## config.mk

```make
export PLATFORM = sky130hd
export DESIGN_NAME = bsl_clk_loop_cfg
export DESIGN_NICKNAME = d
export VERILOG_FILES = /design/src/hw/bsl_pkg.sv /design/src/hw/bsl_gain_scale.sv /design/src/hw/bsl_clk_loop_cfg.sv
export SDC_FILE = /design/constraint.sdc
export NUM_CORES = 1
export LEC_CHECK = 0
export BUFFER_PORTS_ARGS = -buffer_cell sky130_fd_sc_hd__buf_2
export CELL_PAD_IN_SITES_DETAIL_PLACEMENT = 1
export CELL_PAD_IN_SITES_GLOBAL_PLACEMENT = 1
export CORE_ASPECT_RATIO = 2
export CORE_MARGIN = 2
export CORE_UTILIZATION = 41
export CTS_CLUSTER_DIAMETER = 30
export CTS_CLUSTER_SIZE = 28
export DETAILED_ROUTE_END_ITERATION = 16
export PLACE_DENSITY = 0.74
export SLEW_MARGIN = 20
export SYNTH_ARGS = -nofsm -noshare
export SYNTH_HDL_FRONTEND = slang
export SYNTH_SLANG_ARGS = --single-unit
```

## constraint.sdc

```tcl
create_clock -name sys_clk -period 9.5 [get_ports sys_clk]
set_clock_uncertainty 0.2 [all_clocks]
set_input_delay 1.9 -clock sys_clk [delete_from_list [all_inputs] [get_ports sys_clk]]
set_output_delay 1.9 -clock sys_clk [all_outputs]
set_load 0.05 [all_outputs]
```

## src/hw/bsl_pkg.sv

```systemverilog
// Purpose: Shared constants for the bit sync loop configuration block
// Assumes: 50 MHz system clock, 8-bit configuration register
// Notes:   Rate offsets are in units of 2^-15 of the nominal data rate
package bsl_pkg;
	localparam logic [5:0] BSL_CFG_ADDR     = 6'h19;
	localparam logic [7:0] BSL_CFG_RESET    = 8'h6C;
	localparam int         BSL_PRE_KI_MSB   = 7;
	localparam int         BSL_PRE_KI_LSB   = 6;
	localparam int         BSL_PRE_KP_MSB   = 5;
	localparam int         BSL_PRE_KP_LSB   = 4;
	localparam int         BSL_POST_KI_BIT  = 3;
	localparam int         BSL_POST_KP_BIT  = 2;
	localparam int         BSL_CLAMP_MSB    = 1;
	localparam int         BSL_CLAMP_LSB    = 0;
	localparam logic [1:0] BSL_CLAMP_OFF    = 2'h0;
	localparam logic [1:0] BSL_CLAMP_LOW    = 2'h1;
	localparam logic [1:0] BSL_CLAMP_MID    = 2'h2;
	// Gains are counted in halves of the base gain
	localparam logic [3:0] BSL_HALF_GAIN    = 4'h1;
	localparam logic [3:0] BSL_UNIT_GAIN    = 4'h2;
	// Base gains as right shifts of the scaled error
	localparam int         BSL_KI_SHIFT     = 3;
	localparam int         BSL_KP_SHIFT     = 1;
	localparam int         BSL_ERR_W        = 8;
	localparam int         BSL_PROD_W       = 13;
	localparam int         BSL_ACC_W        = 16;
	localparam int         BSL_FRAC_BITS    = 15;
	// Clamp limits in thousandths of a percent
	localparam int         BSL_LIM_LOW_MP   = 3125;
	localparam int         BSL_LIM_MID_MP   = 6250;
	localparam int         BSL_LIM_HIGH_MP  = 12500;
	localparam int         BSL_MP_FULL      = 100000;
	localparam logic signed [BSL_ACC_W-1:0] BSL_LIM_LOW =
		BSL_ACC_W'((2**BSL_FRAC_BITS) * BSL_LIM_LOW_MP / BSL_MP_FULL);
	localparam logic signed [BSL_ACC_W-1:0] BSL_LIM_MID =
		BSL_ACC_W'((2**BSL_FRAC_BITS) * BSL_LIM_MID_MP / BSL_MP_FULL);
	localparam logic signed [BSL_ACC_W-1:0] BSL_LIM_HIGH =
		BSL_ACC_W'((2**BSL_FRAC_BITS) * BSL_LIM_HIGH_MP / BSL_MP_FULL);
	// Error that always yields a nonzero integral step
	localparam logic signed [BSL_ERR_W-1:0] BSL_ERR_MIN_STEP =
		BSL_ERR_W'(2**(BSL_KI_SHIFT + 1));
	typedef enum logic {BSL_PRESYNC, BSL_POSTSYNC} bsl_phase_t;
endpackage

```

## src/hw/bsl_gain_scale.sv

```systemverilog
// Purpose: Multiply a timing error by a gain counted in half steps
// Assumes: Gain code is unsigned, at most eight halves
// Notes:   Pure combinational; the caller registers the result
module bsl_gain_scale
	import bsl_pkg::*;
(
	input  wire logic signed [BSL_ERR_W-1:0]  err,
	input  wire logic        [3:0]            halves,
	output logic      signed [BSL_PROD_W-1:0] prod
);
	assign prod = $signed(err) * $signed({1'b0, halves});
endmodule

```

## src/hw/bsl_clk_loop_cfg.sv

```systemverilog
// Purpose: Clock recovery loop gain selection and rate offset clamp
// Assumes: Register port and loop inputs synchronous to sys_clk
// Notes:   Register read data appear one cycle after the address
module bsl_clk_loop_cfg
	import bsl_pkg::*;
(
	input  wire logic                        sys_clk,
	input  wire logic                        rst_n,
	input  wire logic [5:0]                  reg_addr,
	input  wire logic                        reg_wr_en,
	input  wire logic [7:0]                  reg_wr_data,
	output logic      [7:0]                  reg_rd_data,
	input  wire logic                        loop_freeze_until_carrier,
	input  wire logic                        carrier_sense,
	input  wire logic                        sync_detect,
	input  wire logic                        rx_restart,
	input  wire logic                        err_valid,
	input  wire logic signed [BSL_ERR_W-1:0] err_in,
	output logic                             adj_valid,
	output logic signed [BSL_ACC_W-1:0]      phase_adj,
	output logic signed [BSL_ACC_W-1:0]      rate_offset,
	output logic [3:0]                       ki_sel,
	output logic [3:0]                       kp_sel,
	output logic                             post_sync,
	output logic                             loop_frozen
);
	logic [7:0]                     cfg_reg;
	logic [7:0]                     rd_data_reg;
	bsl_phase_t                     phase_reg;
	logic                           post_active;
	logic                           frozen_now;
	logic                           upd;
	logic [3:0]                     pre_ki;
	logic [3:0]                     pre_kp;
	logic [3:0]                     ki_cur;
	logic [3:0]                     kp_cur;
	logic signed [BSL_PROD_W-1:0]   ki_prod;
	logic signed [BSL_PROD_W-1:0]   kp_prod;
	logic signed [BSL_ACC_W-1:0]    int_step;
	logic signed [BSL_ACC_W-1:0]    p_step;
	logic signed [BSL_ACC_W-1:0]    lim;
	logic signed [BSL_ACC_W:0]      acc_sum;
	logic signed [BSL_ACC_W-1:0]    acc_next;
	logic signed [BSL_ACC_W-1:0]    acc_reg;
	logic signed [BSL_ACC_W-1:0]    phase_reg_q;
	logic                           adj_valid_reg;
	logic [3:0]                     ki_sel_reg;
	logic [3:0]                     kp_sel_reg;
	logic                           frozen_reg;
	logic [1:0]                     clamp_code;

	assign clamp_code = cfg_reg[BSL_CLAMP_MSB:BSL_CLAMP_LSB];

	always_ff @(posedge sys_clk or negedge rst_n) begin
		if (!rst_n) begin
			cfg_reg <= BSL_CFG_RESET;
		end else if (reg_wr_en && reg_addr == BSL_CFG_ADDR) begin
			cfg_reg <= reg_wr_data;
		end
	end

	// Unmapped addresses read zero so software sees a hole, not an alias
	always_ff @(posedge sys_clk or negedge rst_n) begin
		if (!rst_n) begin
			rd_data_reg <= 8'h00;
		end else begin
			rd_data_reg <= (reg_addr == BSL_CFG_ADDR) ? cfg_reg : 8'h00;
		end
	end

	// Sync detect beats a restart in the same cycle so no lock is lost
	always_ff @(posedge sys_clk or negedge rst_n) begin
		if (!rst_n) begin
			phase_reg <= BSL_PRESYNC;
		end else if (sync_detect) begin
			phase_reg <= BSL_POSTSYNC;
		end else if (rx_restart) begin
			phase_reg <= BSL_PRESYNC;
		end
	end

	// The pulse itself selects post-sync gains without waiting a cycle
	assign post_active = sync_detect || (phase_reg == BSL_POSTSYNC);

	always_comb begin
		pre_ki = {1'b0, cfg_reg[BSL_PRE_KI_MSB:BSL_PRE_KI_LSB], 1'b0}
			+ BSL_UNIT_GAIN;
		pre_kp = {1'b0, cfg_reg[BSL_PRE_KP_MSB:BSL_PRE_KP_LSB], 1'b0}
			+ BSL_UNIT_GAIN;
		ki_cur = pre_ki;
		kp_cur = pre_kp;
		if (post_active) begin
			if (cfg_reg[BSL_POST_KI_BIT]) begin
				ki_cur = BSL_HALF_GAIN;
			end
			if (cfg_reg[BSL_POST_KP_BIT]) begin
				kp_cur = BSL_UNIT_GAIN;
			end
		end
	end

	bsl_gain_scale u_ki_scale (
		.err    (err_in),
		.halves (ki_cur),
		.prod   (ki_prod)
	);

	bsl_gain_scale u_kp_scale (
		.err    (err_in),
		.halves (kp_cur),
		.prod   (kp_prod)
	);

	assign frozen_now = loop_freeze_until_carrier && !carrier_sense;
	assign upd        = err_valid && !frozen_now;

	// One extra shift turns half-step gains back into base units
	assign int_step = BSL_ACC_W'(ki_prod >>> (BSL_KI_SHIFT + 1));
	assign p_step   = BSL_ACC_W'(kp_prod >>> (BSL_KP_SHIFT + 1));

	always_comb begin
		case (clamp_code)
			BSL_CLAMP_OFF: lim = '0;
			BSL_CLAMP_LOW: lim = BSL_LIM_LOW;
			BSL_CLAMP_MID: lim = BSL_LIM_MID;
			default:       lim = BSL_LIM_HIGH;
		endcase
	end

	// Clamp runs every cycle so a tighter limit takes hold at once
	always_comb begin
		acc_sum = {acc_reg[BSL_ACC_W-1], acc_reg};
		if (upd) begin
			acc_sum = acc_sum + {int_step[BSL_ACC_W-1], int_step};
		end
		if (clamp_code == BSL_CLAMP_OFF) begin
			acc_next = '0;
		// Limits are widened as signed values so negative offsets compare
		end else if (acc_sum > $signed({lim[BSL_ACC_W-1], lim})) begin
			acc_next = lim;
		end else if (acc_sum < -$signed({lim[BSL_ACC_W-1], lim})) begin
			acc_next = -lim;
		end else begin
			acc_next = acc_sum[BSL_ACC_W-1:0];
		end
	end

	always_ff @(posedge sys_clk or negedge rst_n) begin
		if (!rst_n) begin
			acc_reg <= '0;
		end else begin
			acc_reg <= acc_next;
		end
	end

	always_ff @(posedge sys_clk or negedge rst_n) begin
		if (!rst_n) begin
			phase_reg_q   <= '0;
			adj_valid_reg <= 1'b0;
		end else begin
			adj_valid_reg <= upd;
			if (upd) begin
				phase_reg_q <= BSL_ACC_W'(p_step + acc_next);
			end
		end
	end

	always_ff @(posedge sys_clk or negedge rst_n) begin
		if (!rst_n) begin
			ki_sel_reg <= '0;
			kp_sel_reg <= '0;
			frozen_reg <= 1'b0;
		end else begin
			ki_sel_reg <= ki_cur;
			kp_sel_reg <= kp_cur;
			frozen_reg <= frozen_now;
		end
	end

	assign reg_rd_data = rd_data_reg;
	assign adj_valid   = adj_valid_reg;
	assign phase_adj   = phase_reg_q;
	assign rate_offset = acc_reg;
	assign ki_sel      = ki_sel_reg;
	assign kp_sel      = kp_sel_reg;
	assign post_sync   = (phase_reg == BSL_POSTSYNC);
	assign loop_frozen = frozen_reg;
endmodule

```

=== Word level (Yosys, flattened, before mapping) ===
Cells that the tools add are included.

* Bits in registers: 59
* Bits of input ports: 30
* Output and inout port bits: 51

* Add/subtract/negate cells: 6
* $mul: 2
* Order comparisons: 2
* Equality and inequality tests: 3
* Muxes and demuxes: 12
* Reductions and logical operators: 8

{| class="wikitable"
|+ Operators by type and width
! operator !! number
|-
| $mux 16 || 3
|-
| $pmux 13 s3 || 1
|-
| $mul 8x5->13 || 2
|-
| $add 16x9->17 || 1
|-
| $gt 17x16->1 || 1
|-
| $lt 17x17->1 || 1
|-
| $mux 17 || 1
|-
| $neg 16->17 || 1
|-
| $add 11x16->16 || 1
|-
| $mux 4 || 4
|-
| $neg 16->16 || 1
|-
| $add 3x2->4 const B || 2
|-
| $mux 8 || 1
|-
| $eq 6x5->1 const B || 1
|-
| $logic_and 1x1->1 || 3
|-
| $eq 2x1->1 const B || 1
|-
| $eq 2x2->1 const B || 1
|-
| $logic_not 1->1 || 2
|-
| $logic_not 2->1 || 1
|-
| $mux 1 || 2
|-
| $reduce_bool 2->1 || 1
|-
| $logic_or 1x1->1 || 1
|}

=== Logic depth before layout (Yosys ltp) ===
* Depth after elaboration: 11
* Gate-level depth with buffers: 50

=== Modules after synthesis ===
A second synthesis with hierarchy kept.

* Cell total of the unflattened synthesis: 765
* Area total of the unflattened synthesis: 6736.5 um2

{| class="wikitable"
|+ By module, submodules not included
! module !! times used !! cells an instance !! area each (um2)
|-
| bsl_clk_loop_cfg || 1 || 450 || 4171.5
|-
| bsl_gain_scale (u_kp_scale) || 1 || 158 || 1295.0
|-
| bsl_gain_scale (u_ki_scale) || 1 || 157 || 1270.0
|}

=== Worst setup path before layout ===
Ideal clock, no wire load.

* Path type: input-to-reg
* Start: input sync_detect
* End: register phase_reg_q[14], in the netlist phase_adj[14]
* Library setup time: 135 ps
* Arrival: 11529 ps
* Required time: 9165 ps
* Path slack: -2364 ps
* Cell stages on the path: 50
* Buffers on the path: 3
* Path through: o21ai_1 > clkbuf_1 > and3_1 > ha_1 > inv_1 > fa_1 > fa_1 > inv_1 > ha_1 > a21oi_1 > nor2b_1 > o21a_1 > o21a_1 > o21a_1 > o21a_1 > o21a_1 > o21a_1 > nor2_1 > (+14 left out) > a31o_2 > a22o_4 > or2b_1 > clkbuf_1 > a21oi_1 > ha_1 > fa_1 > a21o_1 > a21oi_1 > o21bai_1 > a21oi_1 > o21bai_1 > a21oi_1 > o21ai_0 > o41a_1 > a21oi_1 > xor2_1 > o21ai_0

* Cells in the longest elaborated chain, start to end: 10
* Elaborated cells on any way between the ends: 13

{| class="wikitable"
|+ Ends and longest elaborated chain
! element !! line !! text
|-
| start, declared || bsl_clk_loop_cfg.sv:15 || <nowiki>input wire logic sync_detect,</nowiki>
|-
| $logic_or 1x1->1 (*) || bsl_clk_loop_cfg.sv:83 || <nowiki>assign post_active = sync_detect || (phase_reg == BSL_POSTSYNC);</nowiki>
|-
| $mux 4 (*) || bsl_clk_loop_cfg.sv:92 || <nowiki>if (post_active) begin</nowiki>
|-
| $mul 8x5->13 (*) || bsl_gain_scale.sv:11 || <nowiki>assign prod = $signed(err) * $signed({1'b0, halves});</nowiki>
|-
| $add 16x9->17 (*) || bsl_clk_loop_cfg.sv:134 || <nowiki>acc_sum = acc_sum + {int_step[BSL_ACC_W-1], int_step};</nowiki>
|-
| $mux 17 (*) || bsl_clk_loop_cfg.sv:133 || <nowiki>if (upd) begin</nowiki>
|-
| $lt 17x17->1 || bsl_clk_loop_cfg.sv:141 || <nowiki>end else if (acc_sum < -$signed({lim[BSL_ACC_W-1], lim})) begin</nowiki>
|-
| $mux 16 || bsl_clk_loop_cfg.sv:141 ||
|-
| $mux 16 (*) || bsl_clk_loop_cfg.sv:139 || <nowiki>end else if (acc_sum > $signed({lim[BSL_ACC_W-1], lim})) begin</nowiki>
|-
| $mux 16 (*) || bsl_clk_loop_cfg.sv:136 || <nowiki>if (clamp_code == BSL_CLAMP_OFF) begin</nowiki>
|-
| named net acc_next[0] || bsl_clk_loop_cfg.sv:43 || <nowiki>logic signed [BSL_ACC_W-1:0] acc_next;</nowiki>
|-
| $add 11x16->16 (*) || bsl_clk_loop_cfg.sv:163 || <nowiki>phase_reg_q <= BSL_ACC_W'(p_step + acc_next);</nowiki>
|-
| end signal, assigned || bsl_clk_loop_cfg.sv:163 ||
|-
| end, declared || bsl_clk_loop_cfg.sv:45 || <nowiki>logic signed [BSL_ACC_W-1:0] phase_reg_q;</nowiki>
|}

Mark *: on every way through the listed nets, which the timed path passes. The rest lies on a longest branch.
A chain may end at the register's enable or synchronous reset.

=== Final worst setup path ===
Ends and elaborated chain as after synthesis.

==> flow_summary.json <==
{
  "power.density_nw_per_um2": 323,
  "dieArea_sq_um": 16100,
  "critPathKind": "primary input to flip-flop",
  "detail-route-antenna-nets": 0,
  "endpoint_kind": "flip-flop",
  "final-hold-violation-count": 0,
  "total_power_mw": 3.00,
  "grt_pass1_wl_microns": 42700,
  "antenna_found_initial": 0,
  "nNetsFinal": 1119,
  "drtIter0Drc": 366,
  "clk_pin_slew_ps": 60,
  "violations": "setup timing",
  "wl_met1_microns": 9180,
  "leakage_nw": 4.93,
  "clock.fmax_mhz": 84.7,
  "slowest_stage": "fa_1",
  "cpMostUsedCell": "o21a_1",
  "drv_slew": 0,
  "firstDrtPassIters": 5,
  "top_layer": "met4",
  "ys_ff_latch": 58,
  "antennaDiodeCount": 0,
  "place.gp.congestion": 0.886,
  "holdCritPathClass": "flip-flop to flip-flop",
  "clock-sinks": 58,
  "routed_wl_microns": 29400,
  "ys_warn_count": 0,
  "initial_utilization_pct": 41.7,
  "cts_buffers": 9,
  "synth_most_common_cell": "inv_1",
  "drc": 0,
  "cp.required_ps": 9490,
  "fp-row-count": 63,
  "ctsHoldBuffers": 0,
  "maxCapViolCount": 0,
  "viasPerCell": 5.80,
  "drive_gt1_share_pct": 42.9,
  "worst_slew_pin_slew_ps": 1070,
  "reg2regPathDepth": 48,
  "htree_levels": 3,
  "crit_family": "compound AO/OA/AOI/OAI gates",
  "min_to": "phase_adj[1]$_DFFE_PN0P_",
  "stdcell_count": 1166,
  "route.met2.wl_microns": 15900,
  "outcome": "complete, but fails checks",
  "grt_overflow": 0,
  "netlist.area_leader.share_pct": 22.0,
  "whs_ps": 279,
  "cp_data_arrival_time_ps": 11800,
  "finalWorstSetupSlack_ps": -2310,
  "yosysSeqAreaShare_pct": 23.7,
  "synth_fp_nets": 850,
  "grt_setup_unrepaired": "yes",
  "post-route-period-util_pct": 124,
  "cts_tree": "built",
  "netlist_area_sq_um": 6150,
  "setup-violations-final": 15,
  "cts.path.max_buffers": 2,
  "die_h_microns": 177,
  "synthTopCellsByCount": "100 x inv_1, 97 x ha_1, 61 x nand2_1, 54 x dfrtp_1, 37 x nor2_1",
  "hold_start": "phase_adj[1]$_DFFE_PN0P_",
  "async_reset_ff_share_pct": 100,
  "dp_hpwl_microns": 17000,
  "path_buf_inv": 8,
  "cp_max_fo": 5,
  "die_w_microns": 90.6,
  "grt_pass1_vias": 7648,
  "wl_per_cell_microns": 25.2,
  "vias": 6763,
  "rrSetupSlack_ps": -1230,
  "syn_avg_cell_area_sq_um": 8.82,
  "synth_cell_types": 70,
  "min_period_ps": 11810,
  "synthCells": 697,
  "synth_edf_count": 0,
  "clockRootBuffer": "clkbuf_16",
  "clock_latency_ps": 350,
  "grt_max_degree": 59,
  "synth_area_leaders": "dfrtp_1 22%, ha_1 20%, fa_1 8.5%",
  "critPathLaunchType": "primary input",
  "ir_worst_vdd_uv": 127,
  "port_buffers": 79,
  "slowest_delay_ps": 570,
  "r2r-end": "phase_adj[14]$_DFFE_PN0P_",
  "io_pins": 81,
  "whs_path_depth": 2,
  "grt_usage_pct": 34.9,
  "max-slew-margin-rel_pct": 28.4,
  "dp_cells": 1114,
  "area_delta_synth_final_pct": 51.1,
  "synth_flop_cell": "dfrtp_1",
  "yosys.area.top_type": "dfrtp_1",
  "wl_met3_microns": 1300,
  "core_area_sq_um": 14700,
  "worstReg2RegStart": "cfg_reg[6]$_DFFE_PN1P_"
}
cell usage in the layout (no fill, tap or decap), types with 10 or more instances in the layout:
cell	Yosys	final
a21oi_2	1	11
buf_4	4	181
nor3_1	16	13
nand2_1	61	56
a21o_1	12	12
o21a_1	14	14
xnor2_1	25	20
nor2_1	37	21
inv_1	100	94
dfrtp_1	54	54
buf_2	0	78
ha_1	97	78
a21oi_1	35	21
ha_4	0	17
and3_1	32	24
o21ai_1	4	14
and2_1	23	22
fa_1	26	25
buf_6	0	10
how the worst max path moves through the flow:
stage | start | to | slack [ps] | cells past startpoint
detailed placement | sync_detect | phase_adj[15]$_DFFE_PN0P_ | -2490 | 46
global placement | sync_detect | phase_adj[15]$_DFFE_PN0P_ | -2020 | 46
floorplan | sync_detect | phase_adj[14]$_DFFE_PN0P_ | -1440 | 50
global route | sync_detect | phase_adj[14]$_DFFE_PN0P_ | -2560 | 50
CTS | sync_detect | phase_adj[15]$_DFFE_PN0P_ | -1580 | 49
finish | sync_detect | phase_adj[14]$_DFFE_PN0P_ | -2310 | 50
layer usage:
metal  vias up  GRT usage (%)
li1       2912              -
met1      3313           31.7
met2       347           67.3
met3       191           4.90
met4         0           28.0
met5         -              0
worst reg2reg max path, delay by kind of cell (launching register included):
| kind | cells | cell delay, ps |
|---|---|---|
| buffers and inverters | 6 | 640 |
| xor gates and xnor gates | 2 | 400 |
| and+or+nand+nor | 10 | 1650 |
| adders and majority gates | 8 | 2770 |
| DFF | 1 | 530 |
| AOI/OAI and AO/OA | 22 | 4360 |
metrics by stage:
step           TNS, ps  utilization, %  worst slack [ps]  cell area, sq um
4_1_cts         -13780            61.1             -1580              9010
2_1_floorplan    -9430               -             -1440              6410
6_report        -21070            63.0             -2310              9290
3_5_place_dp    -30830            55.2             -2490              8140
5_1_grt         -25850            63.0             -2560              9290
3_3_place_gp    -20860            55.2             -2020              8140
cells by family (layout without fill, tap and decap cells):
logic type / Yosys count / after routing / share of synthesized area (%)
fa+ha+maj: 124 / 124 / 28.4
other cells: 1 / 1 / 0.0610
compound gates: 140 / 140 / 15.7
flops: 58 / 58 / 23.7
mux: 14 / 14 / 2.52
xor+xnor: 35 / 35 / 5.21
simple gates: 209 / 209 / 17.2
buf+inv: 116 / 390 / 7.32
report_power, final:
group	total [mW]	internal [mW]	switching, mW	leakage [nW]
Clock	0.377	0.237	0.139	0.155
Sequential	0.366	0.307	0.0597	0.748
Combinational	2.26	0.996	1.26	4.03
Total	3.00	1.54	1.46	4.93
area by class of cell:
cell class / instances / area (sq um)
well taps: 195 / 244
clock inverters: 6 / 88.8
clock buffers: 10 / 239
flip-flops and latches: 58 / 1460
repair buffers: 273 / 1940
multi-input cells: 523 / 4940
inverters: 101 / 384
fillers: 1678 / 5450
timing repair:
item,CTS,global route
pin swaps,71,68
setup buffers,30,18
gates resized for setup,61,49
endpoints found under the setup margin,26,24
cloned,1,0
Power figures use the tool's default switching activity.
